### src/tpbs_defs.svh
`ifndef TPBS_DEFS_SVH
`define TPBS_DEFS_SVH

// =====================================================================
// Register offsets of the plain register port.
`define TPBS_ADDR_W 4
`define TPBS_OFF_CTRL 4'h0
`define TPBS_OFF_STATUS 4'h1
`define TPBS_OFF_SECURE 4'h2
`define TPBS_OFF_PROC_ID 4'h3
`define TPBS_OFF_DMA_ID 4'h4
`define TPBS_OFF_STRAP 4'h5

// =====================================================================
// Field positions.
`define TPBS_CTRL_CLR_FLAG 0
`define TPBS_CTRL_SELF_RST 1
`define TPBS_CTRL_APP_GO 2

// =====================================================================
// Reset values and identifiers.
`define TPBS_ID_W 4
`define TPBS_PROC_ID_RST 4'h0
`define TPBS_DMA_ID_RST 4'h1
`define TPBS_PROC_ID_APP 4'h8
`define TPBS_DMA_ID_APP 4'h9
`define TPBS_SECURE_RST 8'h00

// =====================================================================
// Strap encodings.
`define TPBS_STRAP_SERIAL 3'h4
`define TPBS_STRAP_TWO_WIRE 3'h1
`define TPBS_STRAP_FOUR_WIRE 3'h0

// =====================================================================
// Timing: strap sampling window and self-reset pulse length.
`define TPBS_SAMPLE_NS 40
`define TPBS_CLK_NS 4
`define TPBS_SAMPLE_CYC ((`TPBS_SAMPLE_NS + `TPBS_CLK_NS - 1) / `TPBS_CLK_NS)
`define TPBS_SELF_RST_CYC 4

`endif

### src/tpbs_pkg.sv
`default_nettype none
package tpbs_pkg;

  // =====================================================================
  // Boot phases.
  typedef enum logic [2:0] {
    TPBS_ST_POWER_UP = 3'b000,
    TPBS_ST_FIRST_ROM = 3'b001,
    TPBS_ST_INIT = 3'b010,
    TPBS_ST_SELF_RST = 3'b011,
    TPBS_ST_UNSECURE = 3'b100,
    TPBS_ST_APP = 3'b101
  } tpbs_state_t;

  // Operating modes chosen by the straps.
  typedef enum logic [1:0] {
    TPBS_MODE_FOUR_WIRE = 2'b00,
    TPBS_MODE_TWO_WIRE = 2'b01,
    TPBS_MODE_SERIAL = 2'b10
  } tpbs_mode_t;

  // Pin mapping that follows from the mode.
  typedef struct packed {
    logic debug_tdi_en;
    logic debug_tdo_en;
    logic debug_tms_en;
    logic debug_tck_en;
    logic uart0_load_en;
  } tpbs_pinmap_t;

  // Register port request.
  typedef struct packed {
    logic [3:0] addr;
    logic [7:0] wdata;
    logic wr;
    logic rd;
  } tpbs_req_t;

endpackage
`default_nettype wire

### src/tpbs_sequencer.sv
`timescale 1ns/10ps
`default_nettype none
`include "tpbs_defs.svh"

// =====================================================================
// Overview of operation
// - After power-on reset release, execution starts in the first ROM lines.
// - First ROM lines pick init or application boot from the first-boot flag.
// - Power-on reset sets the first-boot flag.
// - Secure registers accept accesses only during the init boot phase.
// - With the flag set, the init code from ROM runs.
// - Init end clears the flag and changes processor and DMA master IDs.
// - A self-reset then starts a second boot without setting the flag.
// - Second boot rereads the cleared flag and uses the unprivileged ID.
// - After first ROM lines and unsecure code, branch to application code.
// - Secure region stays locked until the next power-on reset.
// - Straps are sampled at power-up and latched as the core leaves reset.
// - Latched strap selects boot flow and default debug and UART pins.
// - Strap 3'b100 selects serial load mode.
// - Serial load mode waits forever for code and uses four-wire debug.
// - Strap 3'b001 selects two-wire debug using only TMS and TCK.
// - Strap 3'b000 selects four-wire debug using TDI, TMS, TCK, TDO.
// - Strap pin two may become an application output after power-up.
// - Strap pins zero and one stay dedicated, never general purpose.
module tpbs_sequencer
#(
  parameter int SAMPLE_CYC = `TPBS_SAMPLE_CYC,
  parameter int SELF_RST_CYC = `TPBS_SELF_RST_CYC
)
(
  input wire logic core_clk,
  input wire logic sys_rst,
  input wire logic clk_en,
  input wire logic [2:0] power_up_strap,
  input wire logic serial_code_loaded,
  input wire logic app_pin_two_out,
  input wire logic app_pin_two_oe,
  input wire tpbs_pkg::tpbs_req_t reg_req,
  output logic [7:0] reg_rdata,
  output logic cpu_rst,
  output logic [3:0] proc_master_id,
  output logic [3:0] dma_master_id,
  output logic secure_open,
  output logic run_app,
  output tpbs_pkg::tpbs_pinmap_t pin_map,
  output tpbs_pkg::tpbs_mode_t boot_mode,
  output logic strap_pin_two_out,
  output logic strap_pin_two_oe
);
  import tpbs_pkg::*;

  // =====================================================================
  // Strap synchroniser: three stages, a value counts once the last two stages agree.
  logic [2:0] sync1_q;
  logic [2:0] sync2_q;
  logic [2:0] sync3_q;
  logic strap_stable;
  assign strap_stable = (sync2_q == sync3_q);

  // Straps settle asynchronously; the first stage feeds only the second.
  always_ff @(posedge core_clk)
  begin
    if (clk_en)
    begin
      sync1_q <= power_up_strap;
      sync2_q <= sync1_q;
      sync3_q <= sync2_q;
    end
  end

  // =====================================================================
  // Mode decode of the latched strap, used for boot flow and for pin mapping.
  function automatic tpbs_mode_t decode_mode(input logic [2:0] s);
    if (s == `TPBS_STRAP_SERIAL)
      decode_mode = TPBS_MODE_SERIAL;
    else if (s == `TPBS_STRAP_TWO_WIRE)
      decode_mode = TPBS_MODE_TWO_WIRE;
    else
      decode_mode = TPBS_MODE_FOUR_WIRE;
  endfunction

  function automatic tpbs_pinmap_t map_pins(input tpbs_mode_t m);
    tpbs_pinmap_t p;
    p = '{1'b1, 1'b1, 1'b1, 1'b1, 1'b0};
    if (m == TPBS_MODE_TWO_WIRE)
      p = '{1'b0, 1'b0, 1'b1, 1'b1, 1'b0};
    else if (m == TPBS_MODE_SERIAL)
      p = '{1'b1, 1'b1, 1'b1, 1'b1, 1'b1};
    map_pins = p;
  endfunction

  // =====================================================================
  // Boot state, first-boot flag and secure registers.
  tpbs_state_t state_q;
  tpbs_state_t state_d;
  logic [15:0] cnt_q;
  logic [15:0] cnt_d;
  logic first_boot_q;
  logic [2:0] strap_q;
  logic [3:0] proc_id_q;
  logic [3:0] dma_id_q;
  logic [7:0] secure_q;
  logic strap_done_q;

  logic in_init;
  logic wr_ctrl;
  logic wr_secure;
  logic wr_proc;
  logic wr_dma;
  logic clr_flag;
  logic self_rst_req;
  logic app_go;
  logic cnt_done;
  tpbs_mode_t mode_w;

  assign in_init = (state_q == TPBS_ST_INIT);
  assign wr_ctrl = reg_req.wr && (reg_req.addr == `TPBS_OFF_CTRL);
  assign wr_secure = reg_req.wr && in_init &&
                     (reg_req.addr == `TPBS_OFF_SECURE);
  assign wr_proc = reg_req.wr && in_init &&
                   (reg_req.addr == `TPBS_OFF_PROC_ID);
  assign wr_dma = reg_req.wr && in_init &&
                  (reg_req.addr == `TPBS_OFF_DMA_ID);
  assign clr_flag = wr_ctrl && in_init &&
                    reg_req.wdata[`TPBS_CTRL_CLR_FLAG];
  assign self_rst_req = wr_ctrl && in_init && !first_boot_q &&
                        reg_req.wdata[`TPBS_CTRL_SELF_RST];
  assign app_go = wr_ctrl && (state_q == TPBS_ST_UNSECURE) &&
                  reg_req.wdata[`TPBS_CTRL_APP_GO];
  assign cnt_done = (cnt_q == 16'(SELF_RST_CYC - 1));
  assign mode_w = decode_mode(strap_q);

  // Next state of the boot sequence.
  always_comb
  begin
    state_d = state_q;
    cnt_d = cnt_q;
    case (state_q)
      TPBS_ST_POWER_UP:
      begin
        // Hold the core in reset until straps have been stable long enough.
        if (!strap_stable)
          cnt_d = 16'h0000;
        else if (cnt_q == 16'(SAMPLE_CYC))
          state_d = TPBS_ST_FIRST_ROM;
        else
          cnt_d = cnt_q + 16'h0001;
      end
      TPBS_ST_FIRST_ROM:
      begin
        if (first_boot_q)
          state_d = TPBS_ST_INIT;
        else
          state_d = TPBS_ST_UNSECURE;
      end
      TPBS_ST_INIT:
      begin
        cnt_d = 16'h0000;
        if (self_rst_req)
          state_d = TPBS_ST_SELF_RST;
      end
      TPBS_ST_SELF_RST:
      begin
        cnt_d = cnt_q + 16'h0001;
        if (cnt_done)
          state_d = TPBS_ST_FIRST_ROM;
      end
      TPBS_ST_UNSECURE:
      begin
        // Serial load waits for code with no timeout at all.
        if (app_go && (mode_w != TPBS_MODE_SERIAL || serial_code_loaded))
          state_d = TPBS_ST_APP;
      end
      TPBS_ST_APP:
        state_d = TPBS_ST_APP;
      default:
        state_d = TPBS_ST_POWER_UP;
    endcase
  end

  // Read mux; secure contents read as zero outside the init phase.
  logic [7:0] rd_mux;
  assign rd_mux =
    (reg_req.addr == `TPBS_OFF_STATUS) ?
      {4'h0, first_boot_q, state_q} :
    (reg_req.addr == `TPBS_OFF_SECURE && in_init) ? secure_q :
    (reg_req.addr == `TPBS_OFF_PROC_ID && in_init) ? {4'h0, proc_id_q} :
    (reg_req.addr == `TPBS_OFF_DMA_ID && in_init) ? {4'h0, dma_id_q} :
    (reg_req.addr == `TPBS_OFF_STRAP) ? {3'h0, mode_w, strap_q} :
    8'h00;

  // Only power-on reset restores the flag and privileged IDs.
  always_ff @(posedge core_clk)
  begin
    if (sys_rst)
    begin
      state_q <= TPBS_ST_POWER_UP;
      cnt_q <= 16'h0000;
      first_boot_q <= 1'b1;
      proc_id_q <= `TPBS_PROC_ID_RST;
      dma_id_q <= `TPBS_DMA_ID_RST;
      secure_q <= `TPBS_SECURE_RST;
    end
    else if (clk_en)
    begin
      state_q <= state_d;
      cnt_q <= cnt_d;
      if (clr_flag)
      begin
        first_boot_q <= 1'b0;
        proc_id_q <= `TPBS_PROC_ID_APP;
        dma_id_q <= `TPBS_DMA_ID_APP;
      end
      else
      begin
        if (wr_proc)
          proc_id_q <= reg_req.wdata[3:0];
        if (wr_dma)
          dma_id_q <= reg_req.wdata[3:0];
      end
      if (wr_secure)
        secure_q <= reg_req.wdata;
    end
  end

  // Strap latch, captured once by the clock as the core leaves reset.
  always_ff @(posedge core_clk)
  begin
    if (sys_rst)
    begin
      strap_done_q <= 1'b0;
    end
    else if (clk_en && state_q == TPBS_ST_POWER_UP &&
             state_d == TPBS_ST_FIRST_ROM && !strap_done_q)
    begin
      strap_done_q <= 1'b1;
    end
  end

  // Data path of the latch; it has no reset and only loads once per POR.
  always_ff @(posedge core_clk)
  begin
    if (clk_en && state_q == TPBS_ST_POWER_UP &&
        state_d == TPBS_ST_FIRST_ROM && !strap_done_q)
      strap_q <= sync3_q;
  end

  // =====================================================================
  // Registered outputs.
  always_ff @(posedge core_clk)
  begin
    if (sys_rst)
    begin
      cpu_rst <= 1'b1;
      secure_open <= 1'b0;
      run_app <= 1'b0;
      proc_master_id <= `TPBS_PROC_ID_RST;
      dma_master_id <= `TPBS_DMA_ID_RST;
      pin_map <= '0;
      boot_mode <= TPBS_MODE_FOUR_WIRE;
      strap_pin_two_out <= 1'b0;
      strap_pin_two_oe <= 1'b0;
      reg_rdata <= 8'h00;
    end
    else if (clk_en)
    begin
      cpu_rst <= (state_d == TPBS_ST_POWER_UP) ||
                 (state_d == TPBS_ST_SELF_RST);
      secure_open <= (state_d == TPBS_ST_INIT);
      run_app <= (state_d == TPBS_ST_APP);
      proc_master_id <= proc_id_q;
      dma_master_id <= dma_id_q;
      pin_map <= map_pins(mode_w);
      boot_mode <= mode_w;
      // Pin two is output only once power-up has ended, avoiding false straps.
      strap_pin_two_out <= app_pin_two_out;
      strap_pin_two_oe <= app_pin_two_oe &&
                          (state_q != TPBS_ST_POWER_UP);
      // Read data stand one cycle after the strobe, then fall to zero.
      reg_rdata <= reg_req.rd ? rd_mux : 8'h00;
    end
  end
endmodule
`default_nettype wire

### config.mk
export PLATFORM = sky130hd
export DESIGN_NAME = tpbs_sequencer
export DESIGN_NICKNAME = d
export VERILOG_FILES = /design/src/tpbs_pkg.sv /design/src/tpbs_sequencer.sv
export VERILOG_INCLUDE_DIRS = /design/src
export SDC_FILE = /design/constraint.sdc
export NUM_CORES = 1
export LEC_CHECK = 0
export BUFFER_PORTS_ARGS = -buffer_cell sky130_fd_sc_hd__clkbuf_2
export CORE_AREA = 2 2 87 89
export DETAILED_ROUTE_END_ITERATION = 7
export DIE_AREA = 0 0 89 91
export PLACE_DENSITY = 0.7
export REMOVE_ABC_BUFFERS = 1
export SYNTH_ARGS = -nofsm -noshare
export SYNTH_HDL_FRONTEND = slang
export SYNTH_SLANG_ARGS = --single-unit
### constraint.sdc
create_clock -name core_clk -period 2.2 [get_ports core_clk]
set_input_delay 0.44 -clock core_clk [delete_from_list [all_inputs] [get_ports core_clk]]
set_output_delay 0.44 -clock core_clk [all_outputs]
set_load 0.1 [all_outputs]
==> metrics.md <==
| Metric | Value |
|---|---|
| Area contributors post-synth | `dfxtp_1 (36%), edfxtp_1 (10%), mux2i_1 (5.5%), nor2_1 (5.3%), a22oi_1 (3.0%)` |
| Maximum clock path buffer count | `2` |
| Synth Flop Type | `dfxtp_1` |
| Slowest-stage cell, CP | `or4b_4` |
| Most frequent cells in the layout | `dfxtp_1 (61), clkbuf_2 (50), nor2_1 (49), buf_4 (26)` |
| Worst-Margin Slew | `0.597 ns` |
| Fin nets | `451` |
| Initial antenna violation count | `0` |
| FF-to-FF path depth | `6` |
| Die area | `8100 um^2` |
| H-tree Lvls | `3` |
| DP Area | `3910 um^2` |
| Avg WL per Cell | `15.3 um` |
| Synth area leader | `dfxtp_1` |
| F_max | `494 MHz` |
| CTS tree | `done` |
| Remaining DRCs | `0` |
| Non-filler cells, final | `530` |
| CP endpoint kind | `flop` |
| CP Class | `reg2reg` |
| Clock Skew | `0.00955 ns` |
| Routed vias | `2,905` |
| Row count | `31` |
| I/O pins | `51` |
| Hold Startpoint | `power_up_strap[0]` |
| Sequential share of the synthesized area | `46.0%` |
| Flops & latches, synth | `74` |
| Pre-antenna DRT Iters | `4` |
| R2r setup slk | `0.18 ns` |
| Buffers on Ports | `50` |
| Cells after DPL | `514` |
| RR Endpoint | `secure_open$_SDFFE_PP0P_` |
| Worst path cell trace | `or4b_4, a31oi_4, o41ai_4, buf_4, or3_1, a21oi_2` |
| Via density | `5.48` |
| Slew HR | `60.1%` |
| Clk slew on worst S/H paths | `0.08 ns` |
| Vias in the first global route | `2,722` |
| CTS Hold Buffers Added | `0` |
| Synth top area share | `35.7%` |
| Routed WL | `8130 um` |
| Residual overflow from global routing | `0` |
| Final Max Tran Viols | `0` |
| RSZ-0062 raised after global routing | `no` |
| Power Density | `699 nW/um^2` |
| Synth Instances | `360` |
| Seq. cell area | `1600 um^2` |
| CP max FO | `5` |
| Core Region | `7140 um^2` |
| Worst IR Drop VDD | `0.000447 V` |
| Design Power | `2880 uW` |
| Final Hold Violating Endpoints | `0` |
| Hold Path Sink | `sync1_q[0]$_DFFE_PP_` |
| Cell Area, Synth | `3480 um^2` |
| Ys async rst share | `0%` |
| Share of cells above drive strength 1 | `25.8%` |
| Mapped Avg Cell Area | `9.67 um^2` |
| Antenna viol nets, final | `0` |
| Fill cell total of the finished layout | `666` |
| Setup TNS | `0 ns` |
| WHS Path Cells | `1` |
| CP Data Arrival Time | `2.30 ns` |
| Die H | `91 um` |
| Syn. warnings | `0` |
| Diode count | `0` |
| Req. time, crit path | `2.48 ns` |
| Area of the multi-input gates | `1700 um^2` |
| Num CTS Buffers | `9` |
| Final non-filler cell area | `4130 um^2` |
| Fin crit share | `91.9%` |
| Clk_lat worst skew | `0.35 ns` |
| Synthesis-to-layout area growth | `18.6%` |
| CP max stage delay | `0.55 ns` |
| Crit path launch type | `flop` |
| Max_cap viols | `0` |
| Worst R2R Start | `strap_q[1]$_DFFE_PP_` |
| Post-synth EDFFs | `12` |
| Largest net degree at the start of global routing | `23` |
| Commonest non-fill, non-tap cell in the layout | `dfxtp_1` |
| Static leakage | `0.00154 uW` |
| Final setup margin | `0.177 ns` |
| CTS Root Buffer Type | `clkbuf_8` |
| Initial Util | `48.8%` |
| Tot GR Track Use | `20.9%` |
| Dpl ws | `0.113 ns` |
| DP HPWL | `5790 um` |
| GP Congestion | `0.887` |
| Wire length of the first global-routing pass | `13,100 um` |
| DIE WIDTH | `89 um` |
| # setup viols final | `0` |
| Count of cell types in the netlist | `65` |
| Worst Hold Class | `in2reg` |
| Clock Sinks | `74` |
| Min cycle time layout | `2.02 ns` |
| Iteration-0 DRC Markers | `121` |
| Status | `finished, final reports clean` |
Yosys cell counts (all sizes together), types with 3 or more instances:
master / instances
a211oi: 4
a21oi: 21
a22o: 3
a22oi: 14
a31oi: 3
and2: 3
buf: 10
clkbuf: 11
dfxtp: 62
edfxtp: 12
inv: 10
mux2i: 19
nand2: 20
nand2b: 4
nand3: 8
nand3b: 4
nand4: 7
nor2: 50
nor2b: 4
nor3: 12
nor3b: 6
nor4: 7
nor4b: 4
o2111ai: 3
o211ai: 3
o21ai: 9
o2bb2ai: 3
o31ai: 3
or3: 6
or4b: 3
xnor2: 7
xor2: 5
layer usage:
layer | vias up | wire length, um | share of wire (%) | global-route usage [%]
li1 | 1456 | - | - | -
met1 | 1357 | 3670 | 45 | 27.9
met2 | 81 | 3880 | 48 | 33.3
met3 | 11 | 432 | 5.3 | 3.27
met4 | 0 | 146 | 1.8 | 8.58
met5 | - | 0 | 0 | 0
report_power, final:
part	total, uW	switching, uW	internal [uW]
Combinational	297	208	88.5
Sequential	1420	18.0	1400
Clock	1170	526	643
Total	2880	753	2130
stage by stage:
| stage | util, % | hold WS [ns] |
|---|---|---|
| 3_5_place_dp | 54.8 | 0.416 |
| 2_1_floorplan | - | 0.400 |
| 4_1_cts | 57.8 | 0.257 |
| 6_report | 57.9 | 0.271 |
| 3_3_place_gp | 54.8 | 0.401 |
| 5_1_grt | 57.9 | 0.255 |
critical path: cells and delay by family, from the launching register on:
family	cells	cell delay, ns
buf+inv	1	0.17
flops	1	0.44
compound gates	3	0.42
simple gates	2	0.93
layout make-up:
cell class | instances | share of cell area (%)
well taps | 99 | 3.00
flip-flops and latches | 74 | 38.8
multi-input cells | 255 | 41.2
clock inverters | 6 | 2.18
repair buffers | 76 | 10.8
clock buffers | 10 | 3.09
inverters | 10 | 0.909
worst max path at each step:
| stage | from | endpoint | slack, ns | depth (start not counted) |
|---|---|---|---|---|
| final | strap_q[1]$_DFFE_PP_ | secure_open$_SDFFE_PP0P_ | 0.18 | 6 |
| after global routing | state_q[1]$_SDFFE_PP0P_ | strap_q[2]$_DFFE_PP_ | 0.05 | 6 |
| after CTS | state_q[1]$_SDFFE_PP0P_ | strap_q[1]$_DFFE_PP_ | 0.08 | 6 |
| after detailed placement | reg_req[11] | strap_q[1]$_DFFE_PP_ | 0.11 | 5 |
| after global placement | reg_req[11] | strap_q[0]$_DFFE_PP_ | 0.15 | 5 |
| after floorplan | state_q[0]$_SDFFE_PP0P_ | cnt_q[10]$_SDFFE_PP0P_ | 0.02 | 5 |
kinds of logic after synthesis:
family	synth area share, %
mux	5.46
simple gates	23.7
buf+inv	5.10
flops	46.0
compound gates	16.0
fa+ha+maj	0.719
xor+xnor	3.02
what timing repair did:
action / CTS / global route
endpoints found under the hold margin: 0 / 0
gates resized for setup: 0 / 1
buffers inserted: 0 / 0
endpoints found under the setup margin: 0 / 3
state kept, by name (all words and copies together) (netlist names), 3 cells and up:
name,cells
pin_map,3
proc_id_q,4
sync3_q,3
reg_rdata,8
proc_master_id,4
secure_q,8
state_q,3
cnt_q,16
sync2_q,3
sync1_q,3
strap_q,3
dma_id_q,4
dma_master_id,4
Power figures use the tool's default switching activity.
